--- src/verilog/ubg_pkg.sv ---
// Package: constants and carriers for the baud generator and shift mode
`default_nettype none
package ubg_pkg;
  // ==========================================================
  // Register offsets (plain register port, byte addresses)
  localparam logic [3:0] OFS_CTRL     = 4'h0; // serial_control_reg
  localparam logic [3:0] OFS_BUF      = 4'h1; // serial_buffer
  localparam logic [3:0] OFS_T2CTRL   = 4'h2; // timer2_control_reg
  localparam logic [3:0] OFS_PWR      = 4'h3; // power_control_reg
  localparam logic [3:0] OFS_T1RELOAD = 4'h4; // timer1_reload_byte
  localparam logic [3:0] OFS_T2LOW    = 4'h5; // timer2_low_byte
  localparam logic [3:0] OFS_T2HIGH   = 4'h6; // timer2_high_byte
  localparam logic [3:0] OFS_CAPLOW   = 4'h7; // t2_reload_low
  localparam logic [3:0] OFS_CAPHIGH  = 4'h8; // t2_reload_high
  localparam logic [3:0] OFS_TMODE    = 4'h9; // timer_mode_reg
  localparam logic [3:0] OFS_STATUS   = 4'ha; // tx pending, send/receive activity and baud mode
  // ==========================================================
  // Field positions
  localparam int CTRL_MODE0 = 7;  // mode bit 0
  localparam int CTRL_MODE1 = 6;  // mode bit 1
  localparam int CTRL_RXEN  = 4;
  localparam int CTRL_TXD   = 1;  // tx_done_flag
  localparam int CTRL_RXD   = 0;  // rx_done_flag
  localparam int T2_OVF     = 7;  // timer2_overflow_flag
  localparam int T2_EXTF    = 6;  // t2_ext_flag
  localparam int T2_RXSEL   = 5;
  localparam int T2_TXSEL   = 4;  // tx_clock_select
  localparam int T2_EXTEN   = 3;  // t2_ext_trigger_enable
  localparam int T2_RUN     = 2;  // timer2_run
  localparam int T2_CNTSEL  = 1;  // timer2_count_select
  localparam int PWR_DBL    = 7;  // baud_double_bit
  localparam int PWR_U2TX   = 5;  // uart2_tx_clock_select
  localparam int PWR_U2RX   = 4;  // uart2_rx_clock_select
  // ==========================================================
  // Reset values and counts
  localparam logic [7:0] CTRL_RST = 8'h00;
  localparam logic [7:0] PWR_RST  = 8'h00;
  localparam logic [7:0] TIMER_MODE_REG_RST = 8'h00;
  localparam logic [3:0] TIMER_MODE_REG_AUTO8  = 4'h2;
  localparam logic [3:0] TIMER_MODE_REG_T16    = 4'h1;
  localparam logic [1:0] PHASE_LAST  = 2'h1;  // two phases per state
  localparam logic [2:0] STATE_LAST  = 3'h5;  // six states S1..S6
  localparam logic [3:0] DIV16_LAST  = 4'hf;
  localparam logic [4:0] DIV32_LAST  = 5'h1f;
  localparam logic [5:0] DIV64_LAST  = 6'h3f;
  localparam logic [8:0] TX_LOAD     = 9'h100; // marker above data byte
  localparam logic [8:0] RX_PRELOAD  = 9'h1fe; // 111111110
  // Machine state numbering: S1=0 .. S6=5
  localparam logic [2:0] ST_S1 = 3'h0;
  localparam logic [2:0] ST_S2 = 3'h1;
  localparam logic [2:0] ST_S3 = 3'h2;
  localparam logic [2:0] ST_S5 = 3'h4;
  localparam logic [2:0] ST_S6 = 3'h5;
  // ==========================================================
  // Types
  typedef enum logic [1:0] {
    SM_IDLE = 2'b00,
    SM_WAIT = 2'b01,
    SM_RUN  = 2'b10,
    SM_LAST = 2'b11
  } ubg_seq_e;
  typedef struct packed {
    logic [3:0] addr;
    logic [7:0] wdata;
    logic       wr;
    logic       rd;
  } ubg_bus_s;
  typedef struct packed {
    logic u1Tx;
    logic u1Rx;
    logic u2Tx;
    logic u2Rx;
  } ubg_bitclk_s;
endpackage : ubg_pkg
`default_nettype wire

--- src/verilog/ubg_top.sv ---
// Baud generation for two UARTs and the Mode 0 shift-register engine
`default_nettype none
module ubg_top (
  input  wire logic               ref_clk,
  input  wire logic               rstn,
  input  wire ubg_pkg::ubg_bus_s  busIn,
  output logic [7:0]              rdData,
  input  wire logic               rxdPin,
  input  wire logic               t1OvfIn,
  input  wire logic               t2ExtInput,
  output logic                    rxdOut,
  output logic                    rxdOutEnN,
  output logic                    txdOut,
  output logic                    t2ExtIrq,
  output ubg_pkg::ubg_bitclk_s    bitClk,
  output logic                    mode2Clk
);
  // ==========================================================
  // Registers
  logic [7:0]  ctrl_reg, t2ctrl_reg, pwr_reg, tmode_reg, t1reload_reg;
  logic [7:0]  rxbuf_reg, txbuf_reg;
  logic [15:0] t2cnt_reg, t2cap_reg;
  logic        phase_reg;
  logic [2:0]  state_reg;
  logic        rxSync1_reg, rxSync2_reg, extSync1_reg, extSync2_reg;
  logic        extPrev_reg, rxSample_reg;
  logic [8:0]  txShift_reg, rxShift_reg;
  logic        txPend_reg, sendAct_reg, txLast_reg;
  logic        rxStart_reg, recvAct_reg, rxLast_reg;
  ubg_pkg::ubg_seq_e txSeq_reg, rxSeq_reg;
  logic [4:0]  t1Div_reg;
  logic [3:0]  t2Div_reg;
  logic [5:0]  m2Div_reg;
  logic        t1OvfSync1_reg, t1OvfSync2_reg, t1OvfPrev_reg;

  // ==========================================================
  // Decode helpers
  function automatic logic hit(input ubg_pkg::ubg_bus_s b,
                               input logic [3:0] ofs);
    hit = b.wr && (b.addr == ofs);
  endfunction : hit

  logic mode0, baudMode, t2Timer, stateTick, t2Tick, t2Roll;
  logic s6p2, s1p1, s3p1, s5p2, s6p1, extFall, t1Ovf, t2Ovf;
  logic txSel1, rxSel1;
  assign mode0 = !ctrl_reg[ubg_pkg::CTRL_MODE0]
               && !ctrl_reg[ubg_pkg::CTRL_MODE1];
  // UART1 selects in Timer 2 control, UART2 in power control
  assign txSel1 = t2ctrl_reg[ubg_pkg::T2_TXSEL];
  assign rxSel1 = t2ctrl_reg[ubg_pkg::T2_RXSEL];
  // Any select bit puts Timer 2 in baud mode
  assign baudMode = txSel1 || rxSel1 || pwr_reg[ubg_pkg::PWR_U2TX]
                  || pwr_reg[ubg_pkg::PWR_U2RX];
  assign t2Timer = !t2ctrl_reg[ubg_pkg::T2_CNTSEL];
  // Machine-cycle strobes: phase index 1 is P2
  assign stateTick = phase_reg;
  assign s1p1 = (state_reg == ubg_pkg::ST_S1) && !phase_reg;
  assign s3p1 = (state_reg == ubg_pkg::ST_S3) && !phase_reg;
  assign s6p1 = (state_reg == ubg_pkg::ST_S6) && !phase_reg;
  assign s5p2 = (state_reg == ubg_pkg::ST_S5) && phase_reg;
  assign s6p2 = (state_reg == ubg_pkg::ST_S6) && phase_reg;
  assign extFall = extPrev_reg && !extSync2_reg;
  assign t1Ovf = t1OvfSync2_reg && !t1OvfPrev_reg;

  // ==========================================================
  // Oscillator phase and state counter (ref_clk is the oscillator)
  always_ff @(posedge ref_clk or negedge rstn) begin
    if (!rstn) begin
      phase_reg <= 1'b0;
      state_reg <= 3'h0;
    end else begin
      phase_reg <= ~phase_reg;
      if (phase_reg) begin
        state_reg <= (state_reg == ubg_pkg::STATE_LAST) ? 3'h0
                   : state_reg + 3'h1;
      end
    end
  end

  // Two-flop synchronisers for pins
  always_ff @(posedge ref_clk or negedge rstn) begin
    if (!rstn) begin
      rxSync1_reg    <= 1'b1;
      rxSync2_reg    <= 1'b1;
      extSync1_reg   <= 1'b1;
      extSync2_reg   <= 1'b1;
      extPrev_reg    <= 1'b1;
      t1OvfSync1_reg <= 1'b0;
      t1OvfSync2_reg <= 1'b0;
      t1OvfPrev_reg  <= 1'b0;
    end else begin
      rxSync1_reg    <= rxdPin;
      rxSync2_reg    <= rxSync1_reg;
      extSync1_reg   <= t2ExtInput;
      extSync2_reg   <= extSync1_reg;
      extPrev_reg    <= extSync2_reg;
      t1OvfSync1_reg <= t1OvfIn;
      t1OvfSync2_reg <= t1OvfSync1_reg;
      t1OvfPrev_reg  <= t1OvfSync2_reg;
    end
  end

  // ==========================================================
  // Timer 2 counting: one step per state time in baud timer mode
  assign t2Tick = t2ctrl_reg[ubg_pkg::T2_RUN]
                && (t2Timer ? stateTick : extFall);
  assign t2Roll = t2Tick && (t2cnt_reg == 16'hffff);
  assign t2Ovf  = t2Roll && baudMode;

  always_ff @(posedge ref_clk or negedge rstn) begin
    if (!rstn) begin
      t2cnt_reg <= 16'h0000;
    end else if (hit(busIn, ubg_pkg::OFS_T2LOW)) begin
      t2cnt_reg[7:0] <= busIn.wdata;
    end else if (hit(busIn, ubg_pkg::OFS_T2HIGH)) begin
      t2cnt_reg[15:8] <= busIn.wdata;
    end else if (t2Roll && baudMode) begin
      t2cnt_reg <= t2cap_reg;
    end else if (t2Tick) begin
      t2cnt_reg <= t2cnt_reg + 16'h0001;
    end
  end

  always_ff @(posedge ref_clk or negedge rstn) begin
    if (!rstn) begin
      t2cap_reg <= 16'h0000;
    end else if (hit(busIn, ubg_pkg::OFS_CAPLOW)) begin
      t2cap_reg[7:0] <= busIn.wdata;
    end else if (hit(busIn, ubg_pkg::OFS_CAPHIGH)) begin
      t2cap_reg[15:8] <= busIn.wdata;
    end
  end

  // Timer 2 control; flags set by hardware win over software writes
  always_ff @(posedge ref_clk or negedge rstn) begin
    if (!rstn) begin
      t2ctrl_reg <= 8'h00;
    end else begin
      if (hit(busIn, ubg_pkg::OFS_T2CTRL)) begin
        t2ctrl_reg <= busIn.wdata;
      end
      // Baud rollovers never touch the overflow flag
      if (t2Roll && !baudMode) begin
        t2ctrl_reg[ubg_pkg::T2_OVF] <= 1'b1;
      end
      // Edge only flags, reload suppressed in baud mode
      if (extFall && t2ctrl_reg[ubg_pkg::T2_EXTEN]) begin
        t2ctrl_reg[ubg_pkg::T2_EXTF] <= 1'b1;
      end
    end
  end

  // Other software registers; double bit resets to zero
  always_ff @(posedge ref_clk or negedge rstn) begin
    if (!rstn) begin
      pwr_reg      <= ubg_pkg::PWR_RST;
      tmode_reg    <= ubg_pkg::TIMER_MODE_REG_RST;
      t1reload_reg <= 8'h00;
    end else begin
      if (hit(busIn, ubg_pkg::OFS_PWR))      pwr_reg      <= busIn.wdata;
      if (hit(busIn, ubg_pkg::OFS_TMODE))    tmode_reg    <= busIn.wdata;
      if (hit(busIn, ubg_pkg::OFS_T1RELOAD)) t1reload_reg <= busIn.wdata;
    end
  end

  // ==========================================================
  // Bit clocks: Timer 1 path /32 (or /16 doubled), Timer 2 path /16
  always_ff @(posedge ref_clk or negedge rstn) begin
    if (!rstn) begin
      t1Div_reg <= 5'h00;
      t2Div_reg <= 4'h0;
      m2Div_reg <= 6'h00;
    end else begin
      if (t1Ovf) t1Div_reg <= t1Div_reg + 5'h01;
      if (t2Ovf) t2Div_reg <= t2Div_reg + 4'h1;
      m2Div_reg <= m2Div_reg + 6'h01;
    end
  end

  logic t1Bit, t2Bit, m2Bit;
  // Doubling halves the divide: 2^double over 32
  assign t1Bit = t1Ovf && (pwr_reg[ubg_pkg::PWR_DBL]
               ? (t1Div_reg[3:0] == ubg_pkg::DIV16_LAST)
               : (t1Div_reg == ubg_pkg::DIV32_LAST));
  assign t2Bit = t2Ovf && (t2Div_reg == ubg_pkg::DIV16_LAST);
  assign m2Bit = pwr_reg[ubg_pkg::PWR_DBL]
               ? (m2Div_reg[4:0] == ubg_pkg::DIV32_LAST)
               : (m2Div_reg == ubg_pkg::DIV64_LAST);

  // Each bitClk pulse is one bit time of the ten-bit Mode 1 frame
  // Per-direction source pick, registered outputs
  always_ff @(posedge ref_clk or negedge rstn) begin
    if (!rstn) begin
      bitClk   <= '0;
      mode2Clk <= 1'b0;
      t2ExtIrq <= 1'b0;
    end else begin
      bitClk.u1Tx <= txSel1 ? t2Bit : t1Bit;
      bitClk.u1Rx <= rxSel1 ? t2Bit : t1Bit;
      bitClk.u2Tx <= pwr_reg[ubg_pkg::PWR_U2TX] ? t2Bit : t1Bit;
      bitClk.u2Rx <= pwr_reg[ubg_pkg::PWR_U2RX] ? t2Bit : t1Bit;
      mode2Clk    <= m2Bit;
      t2ExtIrq    <= t2ctrl_reg[ubg_pkg::T2_EXTF];
    end
  end

  // ==========================================================
  // Mode 0 transmit: write at S6P2, send one cycle on
  always_ff @(posedge ref_clk or negedge rstn) begin
    if (!rstn) begin
      txbuf_reg   <= 8'h00;
      txShift_reg <= 9'h000;
      txPend_reg  <= 1'b0;
      sendAct_reg <= 1'b0;
      txLast_reg  <= 1'b0;
      txSeq_reg   <= ubg_pkg::SM_IDLE;
    end else begin
      case (txSeq_reg)
        ubg_pkg::SM_IDLE: begin
          if (txPend_reg && mode0 && s6p2) begin
            txShift_reg <= ubg_pkg::TX_LOAD | {1'b0, txbuf_reg};
            txPend_reg  <= 1'b0;
            txSeq_reg   <= ubg_pkg::SM_WAIT;
          end
        end
        ubg_pkg::SM_WAIT: begin
          if (s6p2) begin
            sendAct_reg <= 1'b1;
            txSeq_reg   <= ubg_pkg::SM_RUN;
          end
        end
        ubg_pkg::SM_RUN: begin
          // Shift right, zeros from left, LSB first
          if (s6p2) begin
            txShift_reg <= {1'b0, txShift_reg[8:1]};
            if (txShift_reg[8:1] == 8'h01) begin
              txSeq_reg <= ubg_pkg::SM_LAST;
            end
          end
        end
        ubg_pkg::SM_LAST: begin
          if (s1p1) begin
            sendAct_reg <= 1'b0;
            txLast_reg  <= 1'b1;
            txSeq_reg   <= ubg_pkg::SM_IDLE;
          end
        end
        default: txSeq_reg <= ubg_pkg::SM_IDLE;
      endcase
      // After the load, so a write in the load cycle stays queued
      if (hit(busIn, ubg_pkg::OFS_BUF)) begin
        txbuf_reg  <= busIn.wdata;
        txPend_reg <= 1'b1;
      end
      if (txLast_reg) txLast_reg <= 1'b0;
    end
  end

  // ==========================================================
  // Mode 0 receive: start on enable and clear flag
  always_ff @(posedge ref_clk or negedge rstn) begin
    if (!rstn) begin
      rxShift_reg  <= 9'h1ff;
      rxbuf_reg    <= 8'h00;
      rxStart_reg  <= 1'b0;
      recvAct_reg  <= 1'b0;
      rxLast_reg   <= 1'b0;
      rxSample_reg <= 1'b1;
      rxSeq_reg    <= ubg_pkg::SM_IDLE;
    end else begin
      rxLast_reg <= 1'b0;
      if (recvAct_reg && s5p2) rxSample_reg <= rxSync2_reg;
      case (rxSeq_reg)
        ubg_pkg::SM_IDLE: begin
          if (mode0 && ctrl_reg[ubg_pkg::CTRL_RXEN]
              && !ctrl_reg[ubg_pkg::CTRL_RXD] && s6p2) begin
            rxSeq_reg <= ubg_pkg::SM_WAIT;
          end
        end
        ubg_pkg::SM_WAIT: begin
          if (s6p2) begin
            rxShift_reg <= ubg_pkg::RX_PRELOAD;
            rxStart_reg <= 1'b1;
            rxSeq_reg   <= ubg_pkg::SM_RUN;
          end
        end
        ubg_pkg::SM_RUN: begin
          // Active one phase after the preload
          if (rxStart_reg) begin
            recvAct_reg <= 1'b1;
            rxStart_reg <= 1'b0;
          end
          if (recvAct_reg && s6p2) begin
            rxShift_reg <= {rxShift_reg[7:0], rxSample_reg};
            if (!rxShift_reg[7]) begin
              // First bit in sits highest; reverse so bit 0 is first
              rxbuf_reg <= {rxSample_reg, rxShift_reg[0], rxShift_reg[1],
                            rxShift_reg[2], rxShift_reg[3], rxShift_reg[4],
                            rxShift_reg[5], rxShift_reg[6]};
              rxSeq_reg <= ubg_pkg::SM_LAST;
            end
          end
        end
        ubg_pkg::SM_LAST: begin
          if (s1p1) begin
            recvAct_reg <= 1'b0;
            rxLast_reg  <= 1'b1;
            rxSeq_reg   <= ubg_pkg::SM_IDLE;
          end
        end
        default: rxSeq_reg <= ubg_pkg::SM_IDLE;
      endcase
    end
  end

  // Serial control; hardware set wins over software clear
  always_ff @(posedge ref_clk or negedge rstn) begin
    if (!rstn) begin
      ctrl_reg <= ubg_pkg::CTRL_RST;
    end else begin
      if (hit(busIn, ubg_pkg::OFS_CTRL)) ctrl_reg <= busIn.wdata;
      if (txLast_reg) ctrl_reg[ubg_pkg::CTRL_TXD] <= 1'b1;
      if (rxLast_reg) ctrl_reg[ubg_pkg::CTRL_RXD] <= 1'b1;
    end
  end

  // ==========================================================
  // Pins: shift clock low S3..S5, high otherwise
  logic clkLow;
  assign clkLow = (state_reg >= ubg_pkg::ST_S3)
                && (state_reg < ubg_pkg::ST_S6);
  always_ff @(posedge ref_clk or negedge rstn) begin
    if (!rstn) begin
      txdOut    <= 1'b1;
      rxdOut    <= 1'b1;
      rxdOutEnN <= 1'b1;
    end else begin
      txdOut    <= (sendAct_reg || recvAct_reg) ? !clkLow : 1'b1;
      rxdOut    <= txShift_reg[0];
      rxdOutEnN <= !sendAct_reg;
    end
  end

  // Read port: data in the cycle after the strobe
  always_ff @(posedge ref_clk or negedge rstn) begin
    if (!rstn) begin
      rdData <= 8'h00;
    end else if (busIn.rd) begin
      case (busIn.addr)
        ubg_pkg::OFS_CTRL:     rdData <= ctrl_reg;
        ubg_pkg::OFS_BUF:      rdData <= rxbuf_reg;
        ubg_pkg::OFS_T2CTRL:   rdData <= t2ctrl_reg;
        ubg_pkg::OFS_PWR:      rdData <= pwr_reg;
        ubg_pkg::OFS_T1RELOAD: rdData <= t1reload_reg;
        ubg_pkg::OFS_T2LOW:    rdData <= t2cnt_reg[7:0];
        ubg_pkg::OFS_T2HIGH:   rdData <= t2cnt_reg[15:8];
        ubg_pkg::OFS_CAPLOW:   rdData <= t2cap_reg[7:0];
        ubg_pkg::OFS_CAPHIGH:  rdData <= t2cap_reg[15:8];
        ubg_pkg::OFS_TMODE:    rdData <= tmode_reg;
        ubg_pkg::OFS_STATUS:   rdData <= {4'h0, txPend_reg, sendAct_reg,
                                          recvAct_reg, baudMode};
        default:               rdData <= 8'h00;
      endcase
    end else begin
      rdData <= 8'h00;
    end
  end
endmodule : ubg_top
`default_nettype wire
--- config.mk ---
export PLATFORM = sky130hd
export DESIGN_NAME = ubg_top
export DESIGN_NICKNAME = d
export VERILOG_FILES = /design/src/verilog/ubg_pkg.sv /design/src/verilog/ubg_top.sv
export SDC_FILE = /design/constraint.sdc
export NUM_CORES = 1
export LEC_CHECK = 0
export ABC_AREA = 0
export BUFFER_PORTS_ARGS = -buffer_cell sky130_fd_sc_hd__buf_2
export CAP_MARGIN = 30
export CORE_ASPECT_RATIO = 0.7
export CORE_UTILIZATION = 55
export DETAILED_ROUTE_END_ITERATION = 7
export PLACE_DENSITY_LB_ADDON = 0.1
export REMOVE_ABC_BUFFERS = 1
export SLEW_MARGIN = 10
export SYNTH_ARGS = -nofsm -noshare
export SYNTH_HDL_FRONTEND = slang
export SYNTH_SLANG_ARGS = --single-unit
export TNS_END_PERCENT = 5
--- constraint.sdc ---
create_clock -name ref_clk -period 5 [get_ports ref_clk]
set_input_delay 0.75 -clock ref_clk [delete_from_list [all_inputs] [get_ports ref_clk]]
set_output_delay 0.75 -clock ref_clk [all_outputs]
set_load 0.05 [all_outputs]
==> results.py <==
metrics = {
    "run_status": {
        "status": "completed",
    },
    "worst_setup_path": {
        "critPathKind": "flip-flop to flip-flop",
        "slowest_stage": "or4_1",
        "crit_path_cell_trace": "ha_1 > nand3_1 > or4_1 > or4_4 > or3_1 > a32o_1",
        "required_ns": 5.32,
        "worst_path_largest_cell_delay_ns": 0.72,
        "cp_num_buf_inv": 0,
        "worst-path-stages": 6,
        "critPathTopFamily": "simple AND/OR/NAND/NOR gates",
        "crit_path_max_fanout": 10,
        "critPathCaptureType": "flip-flop",
        "worstPathArrival_ns": 3.47,
        "reg2regPathDepth": 6,
        "cp-start-kind": "flip-flop",
    },
    "finish": {
        "areaGrowthSynthToFinish_pct": 11.63,
        "nets": 756,
        "antenna_cells": 0,
        "fin_cells": 921,
        "final_util_pct": 64.39,
        "n_fill_cell": 1092,
        "drive_above_1_share_pct": 24.86,
    },
    "routing": {
        "avgRoutedWirePerCell_um": 21.82,
        "wl_um": 20100,
        "dr.pass1.iters": 6,
        "via_per_inst": 6.302,
        "drt_iter0_markers": 721,
        "drcViolationCount": 0,
        "vias": 5804,
        "ant_nets": 0,
    },
    "clock_network": {
        "numClockSinks": 160,
        "cts_made_buffers": 17,
        "clk_latency_ns": 0.43,
        "htree_levels": 4,
        "cts_hold_buf": 0,
        "clk_pin_slew_ns": 0.06,
        "post_cts_buffers": 0,
        "cts_resized": 0,
        "cts_buffer_depth": 2,
        "cts_tree": "yes",
        "cts_root_buffer": "clkbuf_16",
    },
    "synth": {
        "syn_area_um2": 7755,
        "synth_edf_count": 0,
        "synth-xor-area-share_pct": 2.485,
        "yosys_warnings": 0,
        "syn_inst": 701,
        "synth_cell_type_count": 57,
        "syn_area_per_cell_um2": 11.06,
        "synthMuxAreaShare_pct": 16.18,
        "ys.flop_type": "dfrtp_1",
        "synth-adder-area-share_pct": 2.259,
        "synth_seq_area_share_pct": 51.90,
        "synth-compound-area-share_pct": 11.47,
        "synth_top_family_by_area": "multiplexers",
        "ys_ff_latch": 160,
        "ys_async_sr_fraction_pct": 100.0,
        "synth_simple_gate_area_share_pct": 12.57,
    },
    "pwr": {
        "p_leak_nw": 3.831,
        "swShare_pct": 32.84,
        "p_int_mw": 2.907,
        "p_switching_mw": 1.422,
        "peakVddDrop_mv": 0.2745,
        "powerDensity_nw_per_um2": 500.0,
        "power_frac_clock_pct": 30.0,
        "combPwrFrac_pct": 23.7,
        "p_seq_share_pct": 46.3,
    },
    "sta": {
        "setup_tns_ns": 0,
        "max_freq_mhz": 317.5,
        "max-slew-margin-rel_pct": 40.32,
        "rsz0062_at_grt": "false",
        "finalSetupViolations": 0,
        "whs_ns": 0.3499,
        "layout_min_cycle_time_ns": 3.150,
        "hold_violations": 0,
        "drv_slew": 0,
        "period_share_pct": 62.99,
        "finClkSkew_ns": 0.01349,
        "worstMarginPinSlew_ns": 0.8919,
    },
    "min_path": {
        "hp-class": "flip-flop to flip-flop",
        "hold-path-cell-count": 0,
    },
    "placed_design": {
        "globalplace.congestion": 0.9164,
        "place_inst": 889,
        "dp_hpwl_um": 14190,
        "portBuffers": 35,
    },
    "floorplanning": {
        "start_util_pct": 57.68,
        "rows": 35,
        "fp.dieH_um": 101.3,
        "core_um2": 13440,
        "die_width_um": 143.9,
        "ioPinCount": 36,
        "die_area_um2": 14590,
    },
    "global_route": {
        "grt_pass1_vias": 5621,
        "grt_max_degree": 86,
        "grt_util_all_layers_pct": 30.07,
        "grt_pass1_wl_um": 32090,
        "antenna_found_initial": 0,
        "overflow": 0,
    },
    "flow_run": {
        "cap_violations": 0,
    },
}
## layer usage
layer	part of all wire, %	global-route usage, %
met5	0	0
met4	1.5	8.101
met3	9.3	6.809
met2	42	42.85
met1	47	45.93
## final timing paths
check	slack, ns	endpoint	from
min	0.35	t1OvfSync2_reg$_DFF_PN0_	t1OvfSync1_reg$_DFF_PN0_
max	1.85	t2cnt_reg[5]$_DFFE_PN0P_	t2cnt_reg[0]$_DFFE_PN0P_
min in group asynchronous	0.38	txShift_reg[5]$_DFFE_PN0P_	rstn
max in group asynchronous	3.59	extSync1_reg$_DFF_PN1_	rstn
max reg2reg	1.85	t2cnt_reg[5]$_DFFE_PN0P_	t2cnt_reg[0]$_DFFE_PN0P_
min reg2reg	0.35	t1OvfSync2_reg$_DFF_PN0_	t1OvfSync1_reg$_DFF_PN0_
## cells in the final DEF (no fill, tap or decap), types with 4 or more instances in the layout
master / Yosys / layout
nand3b_1: 4 / 4
dfstp_2: 17 / 17
xnor2_1: 13 / 13
o31ai_1: 6 / 6
nor2b_1: 13 / 13
nor3b_1: 6 / 6
a22oi_1: 10 / 10
buf_4: 0 / 7
or3_1: 4 / 4
dfrtp_1: 143 / 143
nand3_1: 31 / 31
a221oi_1: 6 / 6
xor2_1: 9 / 9
o22ai_1: 11 / 11
mux2i_1: 23 / 23
clkbuf_16: 0 / 17
nor4_1: 7 / 6
a211oi_1: 4 / 4
nand2_1: 57 / 57
ha_1: 14 / 14
a21oi_1: 36 / 36
mux2_2: 85 / 85
o21ai_0: 33 / 33
nand4_1: 8 / 8
inv_1: 21 / 21
a22o_1: 5 / 5
buf_2: 2 / 35
inv_6: 0 / 4
nor3_1: 4 / 4
and3_1: 11 / 11
nor2_1: 32 / 32
a31oi_1: 8 / 8
## logic make-up after synthesis
group,Yosys count
buffers and inverters,62
DFF,160
adders and majority gates,14
AOI/OAI and AO/OA,140
and+or+nand+nor,192
xor gates and xnor gates,22
muxes,111
## stage by stage
| step | instance area, µm² | setup slack [ns] | power [mW] |
|---|---|---|---|
| after global placement | 8066 | 1.715 | 2.973 |
| after floorplan | 7595 | 1.885 | 2.658 |
| final | 8657 | 1.850 | 4.329 |
| after global routing | 8657 | 1.767 | 4.547 |
| after CTS | 8657 | 1.912 | 4.323 |
| after detailed placement | 8071 | 1.615 | 3.026 |
## area by class of cell
| class | instances | area (µm²) | area share [%] |
|---|---|---|---|
| well taps | 185 | 231.5 | 2.674 |
| repair buffers | 43 | 239.0 | 2.761 |
| flip-flops and latches | 160 | 4025 | 46.50 |
| clock inverters | 12 | 128.9 | 1.489 |
| clock buffers | 20 | 456.7 | 5.275 |
| inverters | 22 | 82.58 | 0.9539 |
| multi-input cells | 479 | 3493 | 40.35 |
## synthesized netlist by cell type, drive strengths merged, types with 2 or more instances
master     n  area share (%)
o221ai     2            0.23
dfrtp    143              46
nor3       4            0.26
a221oi     6            0.68
nor2      32             1.5
a32o       2            0.26
nand3b     4            0.39
nand3     32             2.1
inv       21             1.0
ha        14             2.3
nand4      8            0.65
o21ai     35             2.3
nand4b     2            0.23
a22oi     10            0.97
xor2       9             1.0
xnor2     13             1.5
dfstp     17             5.8
a211oi     4            0.39
mux2      85              12
mux4       3            0.87
a32oi      2            0.23
o32ai      2            0.23
a211o      3            0.34
a21oi     36             2.3
clkbuf    26             1.3
nor2b     13             1.0
nand2     57             2.8
a31oi      8            0.65
nor4       7            0.56
o22ai     11            0.89
nor3b      6            0.58
buf       14            0.81
or4        4            0.44
or3        4            0.32
a22o       5            0.56
o2bb2ai    3            0.34
mux2i     23             3.0
o31ai      6            0.58
nand2b     2            0.16
and3      12            0.98
## power by group through the flow
stage | Clock [mW] | Sequential (mW) | Combinational [mW]
after floorplan | 0 | 1.91 | 0.745
after global placement | 0 | 2.00 | 0.974
after detailed placement | 0 | 2.01 | 1.01
after CTS | 1.31 | 1.99 | 1.02
after global routing | 1.37 | 2.04 | 1.14
final | 1.30 | 2.00 | 1.03
Note: power is estimated with default switching activity, not from simulation.
